[src/common/sdt_pkg.sv]
// register map, field layout and mode codes of the standard timer
package sdt_pkg;
    localparam int          ADDR_W    = 8;
    localparam int          DATA_W    = 32;
    localparam int          CNT_W     = 10;
    // register byte addresses
    localparam logic [7:0]  OFS_CTRL0 = 8'h00;
    localparam logic [7:0]  OFS_CTRL1 = 8'h04;
    localparam logic [7:0]  OFS_COUNT = 8'h08;
    localparam logic [7:0]  OFS_CMPAL = 8'h0C;
    localparam logic [7:0]  OFS_CMPAH = 8'h10;
    localparam logic [7:0]  OFS_FLAGS = 8'h14;
    // control 0 fields
    localparam int          C0_RUN    = 3;
    localparam int          C0_CVP_LO = 0;
    // control 1 fields
    localparam int          C1_CLR    = 0;
    localparam int          C1_SWAP   = 1;
    localparam int          C1_INV    = 2;
    localparam int          C1_OLC    = 3;
    localparam int          C1_FN_LO  = 4;
    localparam int          C1_MD_LO  = 6;
    // flag fields
    localparam int          FL_A      = 0;
    localparam int          FL_P      = 1;
    // reset values
    localparam logic [7:0]  CTRL0_RST = 8'h00;
    localparam logic [7:0]  CTRL1_RST = 8'h00;
    localparam logic [9:0]  CVA_RST   = 10'h000;
    localparam logic [9:0]  CNT_RST   = 10'h000;
    // comparator P weight: 3-bit value against count bits 9..7
    localparam int          P_SHIFT   = 7;
    // bus answers
    localparam logic [1:0]  RESP_OKAY = 2'h0;
    localparam logic [1:0]  RESP_SLV  = 2'h2;
    // pin function codes
    localparam logic [1:0]  FN_00     = 2'h0;
    localparam logic [1:0]  FN_01     = 2'h1;
    localparam logic [1:0]  FN_10     = 2'h2;
    localparam logic [1:0]  FN_11     = 2'h3;
    typedef enum logic [1:0] {
        SDT_CMP = 2'b00,
        SDT_CAP = 2'b01,
        SDT_PWM = 2'b10,
        SDT_TC  = 2'b11
    } sdt_mode_t;
endpackage : sdt_pkg

[src/rtl/sdt_top.sv]
// standard timer: 10-bit counter, two comparators, axi4-lite registers
// Functional notes
// - mode field 00 selects compare match output mode.
// - clear select low: clear on P match or overflow, both flags.
// - clear select high: clear on A match, only the A flag.
// - compare mode, A zero: count to 3FF, overflow, no A flag.
// - compare mode pin moves on A match per pin function and on run rise.
// - rising run bit loads the pin with the initial level.
// - mode 11 counts like compare mode but releases the pin.
// - PWM: swap low, P is period in 128s, A duty; high swaps.
// - PWM duty at or above period gives full duty.
// - PWM: each match raises own flag; clear select ignored.
// - PWM polarity, inversion, and forced levels for functions 00/01.
// - single pulse starts on run rise, software or external edge.
// - pulse ends on run clear or A match, which flags.
// - single pulse: count zeroed only by run rise; P ignored.
// - mode 01 is capture mode; counter starts on run rise.
// - capture edge copies count into compare A and flags.
// - capture counter free runs; P match clears and flags.
// - capture function 11 disables capture, counter still runs.
// - capture ignores clear, swap, level, invert; no pin drive.
// - compare A high register holds bits 9..8, rest zero.
// - run rise zeroes the counter, run fall freezes it.
// - P compares against count bits 9..7, 128-clock steps.
// - capture edge: 00 rise, 01 fall, 10 both, 11 off.
`timescale 1ns/1ps
module sdt_top (
    input  wire logic                       clk,     // module clock
    input  wire logic                       rst_n,   // sync reset
    input  wire logic                       ce,      // clock enable
    input  wire logic [sdt_pkg::ADDR_W-1:0] awaddr,  // write address
    input  wire logic                       awvalid, // write addr valid
    output logic                            awready, // write addr ready
    input  wire logic [sdt_pkg::DATA_W-1:0] wdata,   // write data
    input  wire logic [3:0]                 wstrb,   // byte enables
    input  wire logic                       wvalid,  // write data valid
    output logic                            wready,  // write data ready
    output logic [1:0]                      bresp,   // write answer
    output logic                            bvalid,  // write answer valid
    input  wire logic                       bready,  // answer taken
    input  wire logic [sdt_pkg::ADDR_W-1:0] araddr,  // read address
    input  wire logic                       arvalid, // read addr valid
    output logic                            arready, // read addr ready
    output logic [sdt_pkg::DATA_W-1:0]      rdata,   // read data
    output logic [1:0]                      rresp,   // read answer
    output logic                            rvalid,  // read data valid
    input  wire logic                       rready,  // read data taken
    input  wire logic                       capture_input_pin,  // capture
    input  wire logic                       external_clock_pin, // trigger
    output logic                            timer_out,    // output pin
    output logic                            timer_out_en  // pin driven
);
    import sdt_pkg::*;

    logic       counter_run;
    logic [2:0] compare_value_p;
    logic [1:0] mode_sel;
    logic [1:0] pin_function_select;
    logic       output_level_control;
    logic       output_invert;
    logic       period_duty_swap;
    logic       clear_source_select;
    logic [9:0] compare_value_a;
    logic       match_a_flag;
    logic       match_p_flag;
    logic [9:0] count;
    logic       run_q;
    logic       out_state;
    logic       ext_q;
    logic       cap_q;
    logic       wr_rdy;
    logic       rd_rdy;

    // 3-bit P value widened to an 11-bit target, zero meaning 1024
    function automatic logic [10:0] p_span(input logic [2:0] v);
        p_span = {(v == 3'h0), v, 7'h00};
    endfunction : p_span

    // register address decode shared by both bus channels
    function automatic logic reg_hit(input logic [7:0] a);
        reg_hit = (a == OFS_CTRL0) || (a == OFS_CTRL1) ||
                  (a == OFS_COUNT) || (a == OFS_CMPAL) ||
                  (a == OFS_CMPAH) || (a == OFS_FLAGS);
    endfunction : reg_hit

    // mode decode
    logic is_cmp;
    logic is_tc;
    logic is_cap;
    logic is_pwmf;
    logic is_pulse;
    logic is_pwm;
    assign is_cmp   = mode_sel == SDT_CMP;
    assign is_tc    = mode_sel == SDT_TC;
    assign is_cap   = mode_sel == SDT_CAP;
    assign is_pwmf  = mode_sel == SDT_PWM;
    assign is_pulse = is_pwmf && (pin_function_select == FN_11);
    assign is_pwm   = is_pwmf && !is_pulse;

    // counter stepping and comparator hits on the value about to be reached
    logic        run_rise;
    logic        adv;
    logic [10:0] inc;
    logic [10:0] a_target;
    logic [10:0] p_target;
    logic        a_hit;
    logic        p_hit;
    assign run_rise = counter_run && !run_q;
    assign adv      = counter_run && run_q;
    assign inc      = {1'b0, count} + 11'h001;
    assign a_target = {(compare_value_a == 10'h000), compare_value_a};
    assign p_target = p_span(compare_value_p);
    assign a_hit    = adv && (inc == a_target) &&
                      (is_pwmf || compare_value_a != 10'h000);
    assign p_hit    = adv && (inc == p_target);

    // clear source per mode
    logic clr_hit;
    assign clr_hit = (is_cmp || is_tc) ?
                         (clear_source_select ? a_hit : p_hit) :
                     is_pwm ? (period_duty_swap ? a_hit : p_hit) :
                     is_cap ? p_hit : 1'b0;

    // capture edge selection
    logic cap_rise;
    logic cap_fall;
    logic cap_edge;
    logic cap_event;
    assign cap_rise  = capture_input_pin && !cap_q;
    assign cap_fall  = !capture_input_pin && cap_q;
    assign cap_edge  = (pin_function_select == FN_00) ? cap_rise :
                       (pin_function_select == FN_01) ? cap_fall :
                       (pin_function_select == FN_10) ?
                           (cap_rise || cap_fall) : 1'b0;
    assign cap_event = is_cap && counter_run && cap_edge;

    // flag sources
    logic set_a;
    logic set_p;
    assign set_a = (a_hit && !is_cap) || cap_event;
    assign set_p = p_hit && !is_pulse &&
                   !((is_cmp || is_tc) && clear_source_select);

    // external edge starts a single pulse
    logic ext_rise;
    assign ext_rise = external_clock_pin && !ext_q;

    // pwm period, duty and pin level
    logic [10:0] period;
    logic [10:0] duty;
    logic        pwm_active;
    logic        pwm_lvl;
    assign period     = period_duty_swap ? a_target : p_target;
    assign duty       = period_duty_swap ? p_target :
                        {1'b0, compare_value_a};
    assign pwm_active = (duty >= period) || ({1'b0, count} < duty);
    assign pwm_lvl    = (pin_function_select == FN_01) ? 1'b1 :
                        (pin_function_select == FN_10) ? pwm_active :
                        1'b0;

    // pin composition
    logic next_pin;
    logic next_oe;
    assign next_pin = is_cmp ? (out_state ^ output_invert) :
                      is_pulse ? ((counter_run ? output_level_control :
                          !output_level_control) ^ output_invert) :
                      is_pwm ? ((pwm_lvl ? output_level_control :
                          !output_level_control) ^ output_invert) :
                      1'b0;
    assign next_oe  = is_cmp || is_pwmf;

    // bus write decode
    logic wr_fire;
    logic wr_lo;
    logic rd_fire;
    assign wr_fire = wr_rdy && awvalid && wvalid;
    assign wr_lo   = wr_fire && wstrb[0] && reg_hit(awaddr);
    assign rd_fire = rd_rdy && arvalid;

    // read data selection
    logic [31:0] rd_word;
    assign rd_word =
        (araddr == OFS_CTRL0) ? {28'h000_0000, counter_run,
                                 compare_value_p} :
        (araddr == OFS_CTRL1) ? {24'h00_0000, mode_sel,
                                 pin_function_select, output_level_control,
                                 output_invert, period_duty_swap,
                                 clear_source_select} :
        (araddr == OFS_COUNT) ? {22'h00_0000, count} :
        (araddr == OFS_CMPAL) ? {24'h00_0000, compare_value_a[7:0]} :
        (araddr == OFS_CMPAH) ? {30'h0000_0000,
                                 compare_value_a[9:8]} :
        (araddr == OFS_FLAGS) ? {30'h0000_0000, match_p_flag,
                                 match_a_flag} : 32'h0000_0000;

    // axi write channel: take address and data together, then answer
    always_ff @(posedge clk) begin
        if (!rst_n) begin
            wr_rdy <= 1'b0;
            bvalid <= 1'b0;
            bresp  <= RESP_OKAY;
        end else if (ce) begin
            wr_rdy <= !wr_rdy && !bvalid && awvalid && wvalid;
            if (wr_fire) begin
                bvalid <= 1'b1;
                bresp  <= reg_hit(awaddr) ? RESP_OKAY : RESP_SLV;
            end else if (bready) begin
                bvalid <= 1'b0;
            end
        end
    end
    assign awready = wr_rdy;
    assign wready  = wr_rdy;

    // axi read channel
    always_ff @(posedge clk) begin
        if (!rst_n) begin
            rd_rdy <= 1'b0;
            rvalid <= 1'b0;
            rdata  <= 32'h0000_0000;
            rresp  <= RESP_OKAY;
        end else if (ce) begin
            rd_rdy <= !rd_rdy && !rvalid && arvalid;
            if (rd_fire) begin
                rvalid <= 1'b1;
                rdata  <= rd_word;
                rresp  <= reg_hit(araddr) ? RESP_OKAY : RESP_SLV;
            end else if (rready) begin
                rvalid <= 1'b0;
            end
        end
    end
    assign arready = rd_rdy;

    // control registers
    always_ff @(posedge clk) begin
        if (!rst_n) begin
            {mode_sel, pin_function_select, output_level_control,
             output_invert, period_duty_swap,
             clear_source_select} <= CTRL1_RST;
            compare_value_p <= CTRL0_RST[2:0];
        end else if (ce && wr_lo && awaddr == OFS_CTRL1) begin
            mode_sel             <= wdata[C1_MD_LO+:2];
            pin_function_select  <= wdata[C1_FN_LO+:2];
            output_level_control <= wdata[C1_OLC];
            output_invert        <= wdata[C1_INV];
            period_duty_swap     <= wdata[C1_SWAP];
            clear_source_select  <= wdata[C1_CLR];
        end else if (ce && wr_lo && awaddr == OFS_CTRL0) begin
            compare_value_p <= wdata[C0_CVP_LO+:3];
        end
    end

    // run bit: software write, external trigger set, pulse-end clear
    always_ff @(posedge clk) begin
        if (!rst_n) begin
            counter_run <= CTRL0_RST[C0_RUN];
        end else if (ce) begin
            if (wr_lo && awaddr == OFS_CTRL0) begin
                counter_run <= wdata[C0_RUN];
            end else if (is_pulse && a_hit) begin
                counter_run <= 1'b0;
            end else if (is_pulse && ext_rise) begin
                counter_run <= 1'b1;
            end
        end
    end

    // compare value A: capture overrides a software write
    always_ff @(posedge clk) begin
        if (!rst_n) begin
            compare_value_a <= CVA_RST;
        end else if (ce) begin
            if (cap_event) begin
                compare_value_a <= count;
            end else if (wr_lo && awaddr == OFS_CMPAL) begin
                compare_value_a[7:0] <= wdata[7:0];
            end else if (wr_lo && awaddr == OFS_CMPAH) begin
                compare_value_a[9:8] <= wdata[1:0];
            end
        end
    end

    // sticky flags, hardware set beats write-one clear
    always_ff @(posedge clk) begin
        if (!rst_n) begin
            match_a_flag <= 1'b0;
            match_p_flag <= 1'b0;
        end else if (ce) begin
            match_a_flag <= set_a || (match_a_flag &&
                !(wr_lo && awaddr == OFS_FLAGS && wdata[FL_A]));
            match_p_flag <= set_p || (match_p_flag &&
                !(wr_lo && awaddr == OFS_FLAGS && wdata[FL_P]));
        end
    end

    // counter and edge history
    always_ff @(posedge clk) begin
        if (!rst_n) begin
            count <= CNT_RST;
            run_q <= 1'b0;
            ext_q <= 1'b0;
            cap_q <= 1'b0;
        end else if (ce) begin
            run_q <= counter_run;
            ext_q <= external_clock_pin;
            cap_q <= capture_input_pin;
            if (run_rise) begin
                count <= CNT_RST;
            end else if (adv) begin
                count <= clr_hit ? CNT_RST : inc[9:0];
            end
        end
    end

    // compare-mode pin state and registered pin outputs
    always_ff @(posedge clk) begin
        if (!rst_n) begin
            out_state    <= 1'b0;
            timer_out    <= 1'b0;
            timer_out_en <= 1'b0;
        end else if (ce) begin
            timer_out    <= next_pin;
            timer_out_en <= next_oe;
            if (run_rise) begin
                out_state <= output_level_control;
            end else if (is_cmp && a_hit) begin
                case (pin_function_select)
                    FN_01:   out_state <= 1'b0;
                    FN_10:   out_state <= 1'b1;
                    FN_11:   out_state <= !out_state;
                    default: out_state <= out_state;
                endcase
            end
        end
    end
endmodule : sdt_top

[config.mk]
export PLATFORM = sky130hd
export DESIGN_NAME = sdt_top
export DESIGN_NICKNAME = d
export VERILOG_FILES = /design/src/common/sdt_pkg.sv /design/src/rtl/sdt_top.sv
export SDC_FILE = /design/constraint.sdc
export NUM_CORES = 1
export LEC_CHECK = 0
export BUFFER_PORTS_ARGS = -buffer_cell sky130_fd_sc_hd__buf_2
export CORE_UTILIZATION = 55
export CTS_CLUSTER_SIZE = 20
export DETAILED_ROUTE_END_ITERATION = 8
export GPL_ROUTABILITY_DRIVEN = 1
export PLACE_DENSITY = 0.87
export SLEW_MARGIN = 20
export SYNTH_ARGS = -nofsm -noshare
export SYNTH_HDL_FRONTEND = slang
export SYNTH_SLANG_ARGS = --single-unit
[constraint.sdc]
create_clock -name clk -period 6.3 [get_ports clk]
set_clock_uncertainty 0.2 [all_clocks]
set_input_delay 0.945 -clock clk [delete_from_list [all_inputs] [get_ports clk]]
set_output_delay 0.945 -clock clk [all_outputs]
set_load 0.02 [all_outputs]
== Yosys cells after proc, flatten, opt, wreduce, memory -nomap -nowiden ==
Cells that the tools add are included.
Widths: inputs -> output; s select.
Storage, ports and cells
  output and inout port bits: 43
  bits in latches: 0
  bits in writable memories: 0
  flip-flop bits (word level): 80
  bits in read-only memories: 0
  logic and storage cells: 192
  input bits: 62
  memories: 0
Cells by class
  shift operators: 0
  equality and inequality tests: 19
  multiply operators: 0
  $lt $le $gt $ge: 2
  multiplexer cells: 42
  div/mod/pow operators: 0
  reductions and logical operators: 98
  add/sub/neg operators: 1
  bitwise gates (word level): 4
Operators by type and width (number)
  $mux 10: 7
  $logic_and 1x1->1: 40
  $eq 8x4->1 const B: 4
  $eq 8x5->1 const B: 4
  $mux 1: 24
  $eq 11x11->1: 2
  $mux 11: 2
  $logic_or 1x1->1: 18
  $eq 8x3->1 const B: 2
  $logic_not 8->1: 2
  $mux 8: 2
  $reduce_and 2->1: 8
  $logic_not 1->1: 15
  $mux 2: 6
  $reduce_bool 2->1: 6
  $add 10x1->11 const B: 1
  $ge 11x11->1: 1
  $lt 10x11->1: 1
  $logic_not 10->1: 1
  $reduce_bool 10->1: 1
  $eq 2x2->1 const B: 4
  $reduce_and 3->1: 2
  $eq 2x1->1 const B: 2
  $logic_not 2->1: 2
  other kinds (7): 9

== Longest topological paths before layout ==
  depth in word-level cells: 12
  gate-level depth with buffers: 11
  mapped depth without buffers: 9

== Least setup slack after synthesis ==
Ideal clock, no wire load.
  path type: flip-flop to flip-flop
  start point: register count[1]
  end point: register count[6]
  setup time: 119 ps
  arrival time: 2868 ps
  stages on the path, launching flop included: 11
  buffers on the path: 2
  clock period less this slack: 3186 ps
  slack: 3114 ps
  data required time: 5981 ps
  cell sequence: dfxtp_1 -> ha_1 -> buf_4 -> nand4_4 -> or4_1 -> a21o_1 -> or4_4 -> nor4_4 -> buf_6 -> nor3_1 -> o221a_1
On the way
  longest elaborated chain between the ends: 10
  elaborated cells between the ends (all ways): 14
  those cells by class: add/sub: 1; eq/ne: 2; mux: 8; reduce/logical: 3
Ends and longest elaborated chain
  from (decl): RTL line sdt_top.sv:66  | logic [9:0] count;
  from (signal assigned): RTL line sdt_top.sv:311  | count <= clr_hit ? CNT_RST : inc[9:0];
  $add 10x1->11 (*): RTL line sdt_top.sv:110  | assign inc = {1'b0, count} + 11'h001;
  $eq 11x11->1: RTL line sdt_top.sv:113  | assign a_hit = adv && (inc == a_target) &&
  $logic_and 1x1->1 (2 in a row): RTL line sdt_top.sv:113
  $mux 1 (2 in a row): RTL line sdt_top.sv:121  | is_pwm ? (period_duty_swap ? a_hit : p_hit) :
  $mux 1: RTL line sdt_top.sv:119  | assign clr_hit = (is_cmp || is_tc) ?
  $mux 10 (*): RTL line sdt_top.sv:311
  $mux 10 (*): RTL line sdt_top.sv:310  | end else if (adv) begin
  $mux 10 (*): RTL line sdt_top.sv:308  | if (run_rise) begin
Every way passes the cells marked *; elsewhere a longest branch is shown, timed or not. The select of a mux whose other input is x is not followed.
A chain may end at the register's enable or synchronous reset.

== Worst setup path in the final report ==
  start point: register count[0]
  end point: register count[7]
Same word-level chain as after synthesis.

==> impl_metrics.py <==
metrics = {
    "run_status": {
        "status": "complete, no violations",
    },
    "final_layout": {
        "drive_gt1_share_pct": 12.9,
        "layout_common_cells": "59 x nand2_1, 56 x dfxtp_1, 53 x buf_2",
        "multiInputGateArea_um2": 2870,
        "diodes": 0,
        "regArea_um2": 1120,
        "layout_commonest_cell": "nand2_1",
        "fin_nets": 642,
        "syn2layout_area_growth_pct": 5.16,
        "fill_cells": 676,
    },
    "grt": {
        "grt_pass1_vias": 3813,
        "grt_max_degree": 60,
        "grt_use_total_pct": 26.2,
        "overflow": 0,
        "grt_pass1_wl_um": 17800,
        "grt_antenna_before_repair": 0,
    },
    "die": {
        "die_w_um": 90.9,
        "rows": 32,
        "core_area_um2": 7690,
        "die_y_um": 90.9,
        "start_util_pct": 56.5,
        "die-area_um2": 8260,
        "ios": 105,
    },
    "clocking": {
        "postCtsSetupRepairBufs": 0,
        "hold_buffers": 0,
        "cts_root_buf": "clkbuf_8",
        "cts.sinks": 56,
        "cts-htree-levels": 2,
        "clk_pin_slew_ns": 0.11,
        "cts_tree": "done",
        "clk_path_buf_depth": 2,
        "cts_buffers": 5,
        "clk_latency_ns": 0.32,
        "post_cts_resize_count": 0,
    },
    "sta": {
        "setup_viol": 0,
        "totalNegativeSetupSlack_ns": 0,
        "tightest_slew_ns": 0.912,
        "fin_crit_ns": 4.02,
        "period_share_pct": 63.8,
        "rsz0062_at_grt": "no",
        "timing_hold_violations_final": 0,
        "max_slew_margin_pct": 39.2,
        "worst_slack_ns": 2.28,
        "final_max_slew_viol_count": 0,
        "fmax_mhz": 249,
    },
    "logic_synthesis": {
        "syn_avg_cell_area_um2": 8.10,
        "synthArstFlopShare_pct": 0,
        "ys_seq_area_share_pct": 25.8,
        "ys_ff_latch": 56,
        "synthDominantCellAreaShare_pct": 25.8,
        "synth.area.top_cells": "dfxtp_1 26%, mux2i_1 7.4%, ha_1 6.9%, nand2_1 5.1%, buf_4 5.0%",
        "yosys.area.top_type": "dfxtp_1",
        "yosys_warnings": 0,
        "ys_types": 58,
        "syn_inst": 536,
        "synth_edf_count": 0,
        "synth_top_flop_cell": "dfxtp_1",
        "syn_area_um2": 4340,
    },
    "detailed_routing": {
        "firstDrtPassIters": 5,
        "drc_errors": 0,
        "wire_per_inst_um": 16.7,
        "drtIter0Drc": 379,
        "vias": 4125,
        "viasPerCell": 6.26,
        "ant_nets": 0,
        "drt-total-wl_um": 11000,
    },
    "setup_path": {
        "crit_fanout": 16,
        "worst-endpoint-arrival_ns": 4.04,
        "cp-startpoint": "count[0]$_SDFFE_PN0P_",
        "critPathLaunchType": "flip-flop",
        "end_kind": "flip-flop",
        "cp_slowest_cell": "nor4_4",
        "critical_path_buf_inv_count": 0,
        "worstSetupPathType": "flip-flop to flip-flop",
        "crit_chain": "ha_1, nand4_4, or4_1, a21o_1, or4_4, nor4_4, o311ai_0, o211a_1",
        "r2r-start": "count[0]$_SDFFE_PN0P_",
        "cpPeakStageDelay_ns": 0.74,
        "cpLargestDelayFamily": "simple AND/OR/NAND/NOR gates",
        "worstPathRequired_ns": 6.32,
    },
    "pwr": {
        "comb_power_share_pct": 9.0,
        "pwr-share-clk_pct": 37.3,
        "p_leak_nw": 2.00,
        "power.total_mw": 0.667,
        "internal_power_mw": 0.496,
        "p_seq_share_pct": 53.7,
        "power_density_nw_per_um2": 146,
        "netSwitchingPower_mw": 0.171,
        "peakVddDrop_mv": 0.108,
        "power_switching_share_pct": 25.6,
    },
    "flow_run": {
        "maxCapViolCount": 0,
    },
    "hold_path": {
        "min-delay-path-class": "flip-flop to flip-flop",
        "hold_start": "rdata[8]$_SDFFE_PN0P_",
    },
    "placed_design": {
        "gp_congestion": 0.960,
        "portBuffers": 53,
        "dp_slack_ns": 2.36,
        "dp_hpwl_um": 7990,
    },
}
==> through the flow <==
stage	utilization (%)	std cells	hold WS [ns]	instance area (um2)
2_1_floorplan	-	559	0.241	4430
3_3_place_gp	57.9	651	0.253	4450
3_5_place_dp	57.9	651	0.260	4450
4_1_cts	59.4	659	0.274	4570
5_1_grt	59.4	659	0.303	4570
6_report	59.4	659	0.275	4570
==> sequential cells by signal, indices dropped and copies added, names as in the netlist, 2 cells and up <==
name,cells
compare_value_a,10
compare_value_p,3
count,10
mode_sel,2
pin_function_select,2
rdata,10
==> power groups by stage <==
stage          Clock (mW)  Sequential, mW  Combinational, mW
6_report            0.249           0.358             0.0600
5_1_grt             0.262           0.359             0.0650
4_1_cts             0.248           0.358             0.0593
3_5_place_dp            0           0.366             0.0590
3_3_place_gp            0           0.366             0.0574
2_1_floorplan           0           0.368             0.0479
==> worst min-delay path, stage by stage (launching register included) <==
cell and delay (ns):
dfxtp_1 0.33, nand2_1 0.05, a21boi_0 0.06
==> cells in the mapped netlist (all sizes together) (15+ instances only) <==
cell type / instances
nor3: 16
nand3: 23
o21ai: 21
dfxtp: 56
clkbuf: 22
mux2i: 32
buf: 41
a21oi: 19
inv: 17
nor2b: 25
ha: 24
o211a: 15
nand2: 59
==> kinds of logic after synthesis <==
| group | Yosys count | synth area share (%) |
|---|---|---|
| and+or+nand+nor | 198 | 24.6 |
| buffers and inverters | 80 | 10.0 |
| other | 1 | 0.0863 |
| AOI/OAI and AO/OA | 119 | 19.7 |
| xor gates and xnor gates | 22 | 4.44 |
| DFF | 56 | 25.8 |
| adders and majority gates | 24 | 6.91 |
| muxes | 36 | 8.41 |
==> final timing paths <==
check | end | slack (ns) | cells after the start
max reg2reg | count[7]$_SDFFE_PN0P_ | 2.28 | 8
max | count[7]$_SDFFE_PN0P_ | 2.28 | 8
min reg2reg | rdata[8]$_SDFFE_PN0P_ | 0.27 | 2
min | rdata[8]$_SDFFE_PN0P_ | 0.27 | 2
==> area by class of cell <==
| type | count | share of cell area (%) |
|---|---|---|
| multi-input cells | 423 | 62.9 |
| repair buffers | 53 | 5.81 |
| inverters | 17 | 1.40 |
| clock buffers | 5 | 1.51 |
| well taps | 102 | 2.79 |
| flip-flops and latches | 56 | 24.5 |
| clock inverters | 3 | 1.04 |
==> layer usage <==
layer	share of wire (%)	global-route usage, %
met1	42	32.8
met2	48	45.8
met4	2.4	9.26
met3	7.2	3.54
met5	0	0
No activity file was read; power rests on OpenSTA's default activity.
